$ cat src/verilog/port_pin_pkg.sv
package port_pin_pkg;

  // ---------------------------------------------------------------
  // Register map
  // ---------------------------------------------------------------
  localparam logic [7:0] ADDR_OUTPUT_LATCH   = 8'h80;
  localparam logic [7:0] ADDR_PULLUP_ENABLE  = 8'h89;
  localparam logic [7:0] ADDR_DIRECTION      = 8'h98;
  localparam logic [7:0] ADDR_DEBOUNCE_EN    = 8'hC0;
  localparam logic [7:0] ADDR_PIN_CHANGE_EN  = 8'hC1;
  localparam logic [7:0] ADDR_OPEN_DRAIN     = 8'hC2;
  localparam logic [7:0] ADDR_PAD_DATA       = 8'hC3;
  localparam logic [7:0] ADDR_ANALOG_SELECT  = 8'hC4;

  // ---------------------------------------------------------------
  // Reset values
  // ---------------------------------------------------------------
  localparam logic [7:0] RST_PORT_REG        = 8'h00;
  localparam logic [7:0] READ_UNMAPPED       = 8'h00;

  // Pins that can be routed to an analog channel
  localparam int         ANALOG_PIN_SIX      = 6;
  localparam int         ANALOG_PIN_SEVEN    = 7;

endpackage

$ cat src/verilog/port_pin_io.sv
`timescale 1ns/10ps

// What this block does
// - Analog select routes pad, blocks digital input
// - Analog select overrides every input enable
// - Direction zero: input data is pad level
// - Pull-up follows its option bit only
// - Open-drain: driver only pulls low
// - Direction one: push-pull drives output latch
// - Secondary enable keeps input path open
// - Otherwise input opens only during read strobe
// - Port read: latch if output, else pad
// - Pad-data register always returns pad level
// - Pull-up register resets to zero
// - Direction register resets to zero
module port_pin_io #(
  parameter int WIDTH = 8
) (
  input  wire logic             core_clk,
  input  wire logic             rst,
  input  wire logic [7:0]       reg_addr,
  input  wire logic [7:0]       reg_wdata,
  input  wire logic             reg_wr,
  input  wire logic             reg_rd,
  output logic      [7:0]       reg_rdata,
  input  wire logic [WIDTH-1:0] secondary_input_en,
  input  wire logic [WIDTH-1:0] pad_in,
  output logic      [WIDTH-1:0] pad_out,
  output logic      [WIDTH-1:0] pad_oe,
  output logic      [WIDTH-1:0] pad_pullup_en,
  output logic      [WIDTH-1:0] pad_input_gate_en,
  output logic      [WIDTH-1:0] analog_path_en,
  output logic      [WIDTH-1:0] digital_in
);

  // ---------------------------------------------------------------
  // Register file
  // ---------------------------------------------------------------
  logic [WIDTH-1:0] port_output_latch_r;
  logic [WIDTH-1:0] port_pullup_enable_r;
  logic [WIDTH-1:0] port_direction_r;
  logic [WIDTH-1:0] port_debounce_enable_r;
  logic [WIDTH-1:0] port_pin_change_enable_r;
  logic [WIDTH-1:0] port_open_drain_r;
  logic [WIDTH-1:0] analog_select_r;
  logic [WIDTH-1:0] analog_capable;
  logic             cpu_read_strobe_n;
  logic [WIDTH-1:0] read_path_en;
  logic [7:0]       reg_rdata_nxt;

  // Only the two analog pins hold an analog select bit
  always_comb
  begin
    analog_capable = '0;
    analog_capable[port_pin_pkg::ANALOG_PIN_SIX]   = 1'b1;
    analog_capable[port_pin_pkg::ANALOG_PIN_SEVEN] = 1'b1;
  end

  always_ff @(posedge core_clk)
  begin
    if (rst)
      port_output_latch_r <= WIDTH'(port_pin_pkg::RST_PORT_REG);
    else if (reg_wr && reg_addr == port_pin_pkg::ADDR_OUTPUT_LATCH)
      port_output_latch_r <= reg_wdata[WIDTH-1:0];
  end

  always_ff @(posedge core_clk)
  begin
    if (rst)
      port_pullup_enable_r <= WIDTH'(port_pin_pkg::RST_PORT_REG);
    else if (reg_wr && reg_addr == port_pin_pkg::ADDR_PULLUP_ENABLE)
      port_pullup_enable_r <= reg_wdata[WIDTH-1:0];
  end

  always_ff @(posedge core_clk)
  begin
    if (rst)
      port_direction_r <= WIDTH'(port_pin_pkg::RST_PORT_REG);
    else if (reg_wr && reg_addr == port_pin_pkg::ADDR_DIRECTION)
      port_direction_r <= reg_wdata[WIDTH-1:0];
  end

  always_ff @(posedge core_clk)
  begin
    if (rst)
    begin
      port_debounce_enable_r   <= WIDTH'(port_pin_pkg::RST_PORT_REG);
      port_pin_change_enable_r <= WIDTH'(port_pin_pkg::RST_PORT_REG);
      port_open_drain_r        <= WIDTH'(port_pin_pkg::RST_PORT_REG);
      analog_select_r          <= WIDTH'(port_pin_pkg::RST_PORT_REG);
    end
    else if (reg_wr)
    begin
      if (reg_addr == port_pin_pkg::ADDR_DEBOUNCE_EN)
        port_debounce_enable_r <= reg_wdata[WIDTH-1:0];
      if (reg_addr == port_pin_pkg::ADDR_PIN_CHANGE_EN)
        port_pin_change_enable_r <= reg_wdata[WIDTH-1:0];
      if (reg_addr == port_pin_pkg::ADDR_OPEN_DRAIN)
        port_open_drain_r <= reg_wdata[WIDTH-1:0];
      if (reg_addr == port_pin_pkg::ADDR_ANALOG_SELECT)
        analog_select_r <= reg_wdata[WIDTH-1:0] & analog_capable;
    end
  end

  // ---------------------------------------------------------------
  // Pad control per pin
  // ---------------------------------------------------------------
  // Active-low strobe that opens the input gate during a port read
  assign cpu_read_strobe_n = ~(reg_rd && reg_addr == port_pin_pkg::ADDR_OUTPUT_LATCH);

  genvar i;
  generate
    for (i = 0; i < WIDTH; i++)
    begin : g_pin
      assign analog_path_en[i] = analog_select_r[i];
      // Analog select has the highest priority on the input gate
      assign pad_input_gate_en[i] = ~analog_select_r[i] &
                                    (secondary_input_en[i] | ~cpu_read_strobe_n);
      assign read_path_en[i] = ~analog_select_r[i] & ~cpu_read_strobe_n;
      assign digital_in[i]   = pad_input_gate_en[i] & pad_in[i];
      assign pad_pullup_en[i] = port_pullup_enable_r[i];
      // Open drain drives only the low level
      assign pad_out[i] = port_open_drain_r[i] ? 1'b0 : port_output_latch_r[i];
      assign pad_oe[i]  = port_direction_r[i] &
                          (~port_open_drain_r[i] | ~port_output_latch_r[i]);
    end
  endgenerate

  // ---------------------------------------------------------------
  // Read path
  // ---------------------------------------------------------------
  always_comb
  begin
    reg_rdata_nxt = port_pin_pkg::READ_UNMAPPED;
    unique case (reg_addr)
      port_pin_pkg::ADDR_OUTPUT_LATCH:
        reg_rdata_nxt[WIDTH-1:0] = (port_direction_r & port_output_latch_r) |
                                   (~port_direction_r & read_path_en & pad_in);
      port_pin_pkg::ADDR_PULLUP_ENABLE:  reg_rdata_nxt[WIDTH-1:0] = port_pullup_enable_r;
      port_pin_pkg::ADDR_DIRECTION:      reg_rdata_nxt[WIDTH-1:0] = port_direction_r;
      port_pin_pkg::ADDR_DEBOUNCE_EN:    reg_rdata_nxt[WIDTH-1:0] = port_debounce_enable_r;
      port_pin_pkg::ADDR_PIN_CHANGE_EN:  reg_rdata_nxt[WIDTH-1:0] = port_pin_change_enable_r;
      port_pin_pkg::ADDR_OPEN_DRAIN:     reg_rdata_nxt[WIDTH-1:0] = port_open_drain_r;
      port_pin_pkg::ADDR_PAD_DATA:       reg_rdata_nxt[WIDTH-1:0] = pad_in;
      port_pin_pkg::ADDR_ANALOG_SELECT:  reg_rdata_nxt[WIDTH-1:0] = analog_select_r;
      default:                           reg_rdata_nxt = port_pin_pkg::READ_UNMAPPED;
    endcase
  end

  always_ff @(posedge core_clk)
  begin
    if (rst)
      reg_rdata <= port_pin_pkg::READ_UNMAPPED;
    else if (reg_rd)
      reg_rdata <= reg_rdata_nxt;
    else
      reg_rdata <= port_pin_pkg::READ_UNMAPPED;
  end

  // ---------------------------------------------------------------
  // Checks
  // ---------------------------------------------------------------
  a_analog_blocks_gate: assert property (@(posedge core_clk) disable iff (rst)
    (analog_select_r != '0) |-> ((pad_input_gate_en & analog_select_r) == '0))
    else $error("input gate open on analog pin");

  a_analog_path_on: assert property (@(posedge core_clk) disable iff (rst)
    analog_path_en == analog_select_r)
    else $error("analog path not following select");

  a_input_pad_level: assert property (@(posedge core_clk) disable iff (rst)
    (digital_in & pad_input_gate_en) == (pad_in & pad_input_gate_en))
    else $error("input data differs from pad");

  a_pullup_follows: assert property (@(posedge core_clk) disable iff (rst)
    reg_wr && reg_addr == port_pin_pkg::ADDR_PULLUP_ENABLE |=> pad_pullup_en == $past(reg_wdata[WIDTH-1:0]))
    else $error("pull-up not following its register");

  a_open_drain_low: assert property (@(posedge core_clk) disable iff (rst)
    ((pad_oe & port_open_drain_r & pad_out) == '0))
    else $error("open drain drove high");

  a_push_pull_out: assert property (@(posedge core_clk) disable iff (rst)
    ((port_direction_r & ~port_open_drain_r) & ~pad_oe) == '0 &&
    ((port_direction_r & ~port_open_drain_r) & (pad_out ^ port_output_latch_r)) == '0)
    else $error("push-pull output wrong");

  a_secondary_gate: assert property (@(posedge core_clk) disable iff (rst)
    ((secondary_input_en & ~analog_select_r) & ~pad_input_gate_en) == '0)
    else $error("secondary pin input gate closed");

  a_gate_only_read: assert property (@(posedge core_clk) disable iff (rst)
    !reg_rd |-> (pad_input_gate_en & ~secondary_input_en) == '0)
    else $error("input gate open outside read");

  a_port_read_data: assert property (@(posedge core_clk) disable iff (rst)
    reg_rd && reg_addr == port_pin_pkg::ADDR_OUTPUT_LATCH && analog_select_r == '0 |=>
    reg_rdata[WIDTH-1:0] == (($past(port_direction_r) & $past(port_output_latch_r)) |
                             (~$past(port_direction_r) & $past(pad_in))))
    else $error("port read data wrong");

  a_pad_data_read: assert property (@(posedge core_clk) disable iff (rst)
    reg_rd && reg_addr == port_pin_pkg::ADDR_PAD_DATA |=> reg_rdata[WIDTH-1:0] == $past(pad_in))
    else $error("pad data read wrong");

  a_reset_zero: assert property (@(posedge core_clk)
    rst |=> port_pullup_enable_r == '0 && port_direction_r == '0)
    else $error("pull-up or direction not zero after reset");

  a_latch_holds: assert property (@(posedge core_clk) disable iff (rst)
    !(reg_wr && reg_addr == port_pin_pkg::ADDR_OUTPUT_LATCH) |=> $stable(port_output_latch_r))
    else $error("output latch changed without write");

  // ---------------------------------------------------------------
  // Register updates, pad drive, input gate and read data
  // ---------------------------------------------------------------
  a_latch_write: assert property (@(posedge core_clk) disable iff (rst)
    reg_wr && reg_addr == port_pin_pkg::ADDR_OUTPUT_LATCH |=>
    port_output_latch_r == $past(reg_wdata[WIDTH-1:0]))
    else $error("output latch missed a write");

  a_dir_write: assert property (@(posedge core_clk) disable iff (rst)
    reg_wr && reg_addr == port_pin_pkg::ADDR_DIRECTION |=>
    port_direction_r == $past(reg_wdata[WIDTH-1:0]))
    else $error("direction register missed a write");

  a_dir_holds: assert property (@(posedge core_clk) disable iff (rst)
    !(reg_wr && reg_addr == port_pin_pkg::ADDR_DIRECTION) |=> $stable(port_direction_r))
    else $error("direction changed without write");

  a_od_write: assert property (@(posedge core_clk) disable iff (rst)
    reg_wr && reg_addr == port_pin_pkg::ADDR_OPEN_DRAIN |=>
    port_open_drain_r == $past(reg_wdata[WIDTH-1:0]))
    else $error("open-drain register missed a write");

  a_analog_write: assert property (@(posedge core_clk) disable iff (rst)
    reg_wr && reg_addr == port_pin_pkg::ADDR_ANALOG_SELECT |=>
    analog_select_r == ($past(reg_wdata[WIDTH-1:0]) & analog_capable))
    else $error("analog select missed a write");

  a_analog_holds: assert property (@(posedge core_clk) disable iff (rst)
    !(reg_wr && reg_addr == port_pin_pkg::ADDR_ANALOG_SELECT) |=> $stable(analog_select_r))
    else $error("analog select changed without write");

  a_analog_pins_only: assert property (@(posedge core_clk) disable iff (rst)
    (analog_select_r & ~analog_capable) == '0)
    else $error("analog select on a digital-only pin");

  a_analog_no_digital: assert property (@(posedge core_clk) disable iff (rst)
    (digital_in & analog_select_r) == '0)
    else $error("digital input passed on analog pin");

  a_analog_no_read: assert property (@(posedge core_clk) disable iff (rst)
    (read_path_en & analog_select_r) == '0)
    else $error("read path open on analog pin");

  a_analog_read_zero: assert property (@(posedge core_clk) disable iff (rst)
    reg_rd && reg_addr == port_pin_pkg::ADDR_OUTPUT_LATCH |=>
    (reg_rdata[WIDTH-1:0] & ~$past(port_direction_r) & $past(analog_select_r)) == '0)
    else $error("port read saw an analog input pin");

  a_input_not_driven: assert property (@(posedge core_clk) disable iff (rst)
    (~port_direction_r & pad_oe) == '0)
    else $error("input pin driven");

  a_pullup_holds: assert property (@(posedge core_clk) disable iff (rst)
    !(reg_wr && reg_addr == port_pin_pkg::ADDR_PULLUP_ENABLE) |=> $stable(pad_pullup_en))
    else $error("pull-up changed without its register");

  a_od_released: assert property (@(posedge core_clk) disable iff (rst)
    (port_open_drain_r & port_output_latch_r & pad_oe) == '0)
    else $error("open drain did not release high level");

  a_od_pulls_low: assert property (@(posedge core_clk) disable iff (rst)
    (port_direction_r & port_open_drain_r & ~port_output_latch_r & ~pad_oe) == '0)
    else $error("open drain did not pull low");

  a_od_out_low: assert property (@(posedge core_clk) disable iff (rst)
    (port_open_drain_r & pad_out) == '0)
    else $error("open drain drive value high");

  a_read_opens_gate: assert property (@(posedge core_clk) disable iff (rst)
    reg_rd && reg_addr == port_pin_pkg::ADDR_OUTPUT_LATCH |-> (pad_input_gate_en | analog_select_r) == '1)
    else $error("input gate shut during port read");

  a_other_read_shut: assert property (@(posedge core_clk) disable iff (rst)
    reg_rd && reg_addr != port_pin_pkg::ADDR_OUTPUT_LATCH |-> (pad_input_gate_en & ~secondary_input_en) == '0)
    else $error("input gate open on other read");

  a_digital_gated: assert property (@(posedge core_clk) disable iff (rst)
    (digital_in & ~pad_input_gate_en) == '0)
    else $error("digital input passed a shut gate");

  a_secondary_digital: assert property (@(posedge core_clk) disable iff (rst)
    (secondary_input_en & ~analog_select_r & (digital_in ^ pad_in)) == '0)
    else $error("secondary pin input differs from pad");

  a_port_read_out: assert property (@(posedge core_clk) disable iff (rst)
    reg_rd && reg_addr == port_pin_pkg::ADDR_OUTPUT_LATCH |=>
    (reg_rdata[WIDTH-1:0] & $past(port_direction_r)) == ($past(port_output_latch_r) & $past(port_direction_r)))
    else $error("port read of output pin not latch");

  a_rdata_idle: assert property (@(posedge core_clk) disable iff (rst)
    !reg_rd |=> reg_rdata == port_pin_pkg::READ_UNMAPPED)
    else $error("read data outside read cycle");

  a_reset_outputs: assert property (@(posedge core_clk)
    rst |=> pad_oe == '0 && port_output_latch_r == '0 &&
    reg_rdata == port_pin_pkg::READ_UNMAPPED)
    else $error("outputs not idle after reset");

endmodule

$ cat config.mk
export PLATFORM = sky130hd
export DESIGN_NAME = port_pin_io
export DESIGN_NICKNAME = d
export VERILOG_FILES = /design/src/verilog/port_pin_pkg.sv /design/src/verilog/port_pin_io.sv
export SDC_FILE = /design/constraint.sdc
export NUM_CORES = 1
export LEC_CHECK = 0
export ABC_AREA = 1
export BUFFER_PORTS_ARGS = -buffer_cell sky130_fd_sc_hd__buf_4
export CAP_MARGIN = 10
export CORE_MARGIN = 5
export CORE_UTILIZATION = 56
export CTS_BUF_LIST = sky130_fd_sc_hd__clkbuf_4 sky130_fd_sc_hd__clkbuf_8 sky130_fd_sc_hd__clkbuf_16
export DETAILED_ROUTE_END_ITERATION = 7
export GPL_TIMING_DRIVEN = 0
export PLACE_DENSITY = 0.92
export SYNTH_ARGS = -nofsm -noshare
export SYNTH_HDL_FRONTEND = slang
export SYNTH_SLANG_ARGS = --single-unit
$ cat constraint.sdc
create_clock -name core_clk -period 3.38 [get_ports core_clk]
set_input_delay 0.507 -clock core_clk [delete_from_list [all_inputs] [get_ports core_clk]]
set_output_delay 0.507 -clock core_clk [all_outputs]
set_load 0.005 [all_outputs]
======== Word-level counts from Yosys, hierarchy flattened ========
Cells that the tools add are included.
Widths: inputs -> output; s select.
storage, ports and cells
  register bits after elaboration ......... 58
  output and inout bits ................... 56
  logic and storage cells ................. 94
cells by class
  equal/unequal tests ..................... 8
  multiplexer cells ....................... 9
  bitwise logic cells ..................... 60
  reductions and logical operators ........ 9
operators with widths
  kind                number
  $eq 8x8->1 const B  8
  $pmux 8 s8          1
  $and 8x8->8         3
  $and 1x1->1         20
  $not 1->1           19
  $or 1x1->1          16
  $mux 1              8
  $not 8->8           1
  $or 8x8->8          1
  $reduce_and 2->1    4
  $logic_and 1x1->1   4
  $reduce_or 2->1     1

======== Depth between registers and ports, before layout ========
  depth in word-level cells ............... 7
  mapped depth ............................ 8
  depth with buffers taken out ............ 8

======== Worst setup path before layout ========
Ideal clock, no wire load.
  kind .................................... input -> output
  start point ............................. input port reg_addr[1]
  end point ............................... output port digital_in[6]
  arrival time ............................ 1313 ps
  data required time ...................... 2873 ps
  setup slack ............................. 1560 ps
  stages .................................. 6
  buffers on the path ..................... 0
  cell sequence ........................... nor2_1 -> nand2_2 -> nor2_8 -> nand2_4 -> a21oi_2 -> and2_1
on the way
  longest elaborated chain between the ends .. 5
RTL lines
  what                            line                text
  start, declared                 port_pin_io.sv:21   input wire logic [7:0] reg_addr,
  $eq 8x8->1                      port_pin_io.sv:109  assign cpu_read_strobe_n = ~(reg_rd && reg_addr == port_pin_pkg::ADDR_OUTPUT_LATCH);
  $logic_and 1x1->1               port_pin_io.sv:109
  $or 1x1->1                      port_pin_io.sv:118  (secondary_input_en[i] | ~cpu_read_strobe_n);
  $and 1x1->1                     port_pin_io.sv:117  assign pad_input_gate_en[i] = ~analog_select_r[i] &
  named net pad_input_gate_en[6]  port_pin_io.sv:31   output logic [WIDTH-1:0] pad_input_gate_en,
  $and 1x1->1                     port_pin_io.sv:120  assign digital_in[i] = pad_input_gate_en[i] & pad_in[i];
  end, declared                   port_pin_io.sv:33   output logic [WIDTH-1:0] digital_in
The timed path passes the listed nets, and every way through them passes these cells.

======== Worst setup path in the final report ========
  start point ............................. input port reg_addr[1]
  end point ............................... output port digital_in[0]
on the way
  longest elaborated chain between the ends .. 4
RTL lines
  what               line
  $eq 8x8->1         port_pin_io.sv:109
  $logic_and 1x1->1  port_pin_io.sv:109
  $or 1x1->1         port_pin_io.sv:118
  $and 1x1->1        port_pin_io.sv:120
Every way passes these cells.

==> metrics.txt <==
Worst Path Buf+Inv 3; Lkg Pwr 2.13 nW; Filler cells between 300 and 400; Final period util 0.663; endpoint class of the critical path output pin; WP data arrival between 1.5 and 2 ns; setup repair bufs after CTS 0; DIE WIDTH 85.7 µm; drt first pass iters 7; Synth Register Bits 58; initial antenna violation count 0; PwrDens 390 nW/µm²; Final Skew roughly 0.007 ns; Adder-Cell Fraction of Synth Area 0; DR vias 3,681; Maximum Capacitance Violations 0; Final #Nets 578; Area Growth Syn to Fin 30.6%; Synth top area share 0.362; Post-Synth XOR/XNOR Area 0; vias in the first global route 3,454; CTS max path bufs 2; met1 Usage GRT 0.363; ANT nets after route 0; largest net degree at the start of global routing 11; GRT busiest layer met2; initial core utilization 0.579; worst-margin pin slew 0.506 ns; instance count of the mapped netlist 442; CP Cell Sequence buf_4 -> nor2_1 -> nand2_2 -> nor2_8 -> nand2_4 -> buf_6 -> a21oi_1 -> buf_4; Main synth FF type dfxtp_1; minimum clock period after layout approximately 2.2 ns; final setup TNS 0 ns; top-count cell post-synth a21oi_1; outcome completed; synth warn 0; core box area ~5500 µm²; Synth area leaders dfxtp_1 (36%), a21oi_1 (11%), nand3_1 (8.0%); Synth area leader dfxtp_1; Antenna diodes 0; Post-synth EDFFs 0; Post-synth top cells a21oi_1 (68), dfxtp_1 (58), nand2_1 (54); GPL Wtd Cong about 0.92; Slew Viols, Final 0; relative slew slack 0.663; Critical Path Fanout Max 10; I/O pin count between 90 and 100; CTS H-tree depth 3; Compound-Gate Fraction of Synth Area 0.214; Skew-Pair Late Insertion Delay between 0.3 and 0.4 ns; Synth async-reset ratio 0; Avg Cell Area, Syn 7.26 µm²; critical path launch point type input port; die area around 7300 µm²; port bufs 84; largest family of logic cells by synthesized area simple AND/OR/NAND/NOR gates; post-synthesis simple-gate area fraction 0.290; Largest stage delay, worst path 0.28 ns; final instance area around 4200 µm²; Max Fclk roughly 0.45 GHz; GRT Util Overall 0.297; Yosys cell types 28; GRT overflow 0; met3 usage 0.0730; maximum vdd drop roughly 0.27 mV; drt via density 5.95; CTS tree yes; RSZ-0062 raised after global routing false; final wirelength 11,000 µm; CTS hold repair buffers 0; # rows 27; slowest CP cell nor2_8; crit-path most repeated cell buf_4; worst hold path type input port to register; detailed placement HPWL 7630 µm; first-pass GRT wire length between 15,000 and 20,000 µm; number of CTS-inserted buffers 9; Seq/Total Area, Yosys 0.362; endpoints failing setup 0; delay-heaviest family, CP simple AND/OR/NAND/NOR gates; layout cells sized above 1 0.285; DR WL/cell ~18 µm; Residual DRC 0; cell area after placement 3950 µm²; synthesized area 3210 µm²; mux contribution to synthesized area 0; Data required, critical path 2.87 ns; Root Driver clkbuf_8; Final Hold Viols 0; initial DRC count slightly below 700; CTS clk-pin slew, worst paths 0.07 ns; CTS-repair resized insts 0; die height 85.7 µm; WS Path Type input port to output pin; clock sink count 58; grt met2 use 0.471
-- final timing paths --
path                            slack, ns  cells after the start           startpoint                endpoint
worst min-delay path                 0.46                      3         reg_wdata[5]  port_output_latch_r[5]
worst max register to register       2.30                      6  port_direction_r[4]            reg_rdata[4]
worst max-delay path                 1.14                      8          reg_addr[1]           digital_in[0]
worst min register to register       0.47                      2     pad_pullup_en[2]        pad_pullup_en[2]
-- per-layer routing --
layer  wire [µm]  vias up  share of wire
met5           0        -              0
met3        1460       58           0.13
met4         451        0          0.041
met1        3980     1655           0.36
met2        5120      331           0.47
li1            -     1637              -
-- per-stage QoR --
stage | setup WS [ns] | hold WS, ns | util | cells | power, W
2_1_floorplan | 1.56 | 0.434 | - | 447 | 0.000783
3_3_place_gp | 1.18 | 0.446 | 0.713 | 603 | 0.000856
3_5_place_dp | 1.15 | 0.458 | 0.713 | 603 | 0.000860
4_1_cts | 1.15 | 0.454 | 0.756 | 619 | 0.00163
5_1_grt | 1.05 | 0.470 | 0.756 | 619 | 0.00167
6_report | 1.14 | 0.456 | 0.756 | 619 | 0.00164
-- tightest hold or removal path, stage by stage --
cell     delay, ns
buf_4         0.09
o21ai_1       0.06
a21oi_1       0.10
-- layout by cell type, fill, tap and decap left out, drive strengths merged --
| master | netlist | routed |
|---|---|---|
| a21oi | 73 | 73 |
| nor2 | 47 | 47 |
| bufinv | 1 | 4 |
| conb | 1 | 6 |
| clkinv | 2 | 3 |
| inv | 57 | 57 |
| clkinvlp | 0 | 1 |
| dfxtp | 58 | 58 |
| o21ai | 58 | 58 |
| nand2 | 67 | 67 |
| a21boi | 1 | 1 |
| and2 | 2 | 2 |
| nand3 | 53 | 53 |
| buf | 17 | 101 |
| clkbuf | 5 | 16 |
-- registers in the layout, summed over array words and instances, names as in the netlist --
| signal | flops |
|---|---|
| port_direction_r | 8 |
| pad_pullup_en | 8 |
| reg_rdata | 8 |
| port_output_latch_r | 8 |
| port_open_drain_r | 8 |
| analog_path_en | 2 |
| port_pin_change_enable_r | 8 |
| port_debounce_enable_r | 8 |
-- cells by family after synthesis --
kind of cell           count (synthesis)
and+or+nand+nor                      169
AOI/OAI and AO/OA                    132
buffers and inverters                 82
DFF                                   58
other                                  1
-- power breakdown --
part	internal (W)	switching [W]
Sequential	0.000685	0.00000119
Combinational	0.0000682	0.0000958
Clock	0.000505	0.000280
Total	0.00126	0.000377
-- area by class of cell --
cell class / instances / area, µm² / share of cell area
inverters: 60 / 244 / 0.0582
clock inverters: 5 / 103 / 0.0245
well taps: 72 / 90.1 / 0.0215
multi-input cells: 307 / 1640 / 0.391
plain buffers: 22 / 183 / 0.0436
repair buffers: 84 / 631 / 0.151
flip-flops and latches: 58 / 1160 / 0.277
clock buffers: 11 / 139 / 0.0332
No activity file was read; power rests on OpenSTA's default activity.
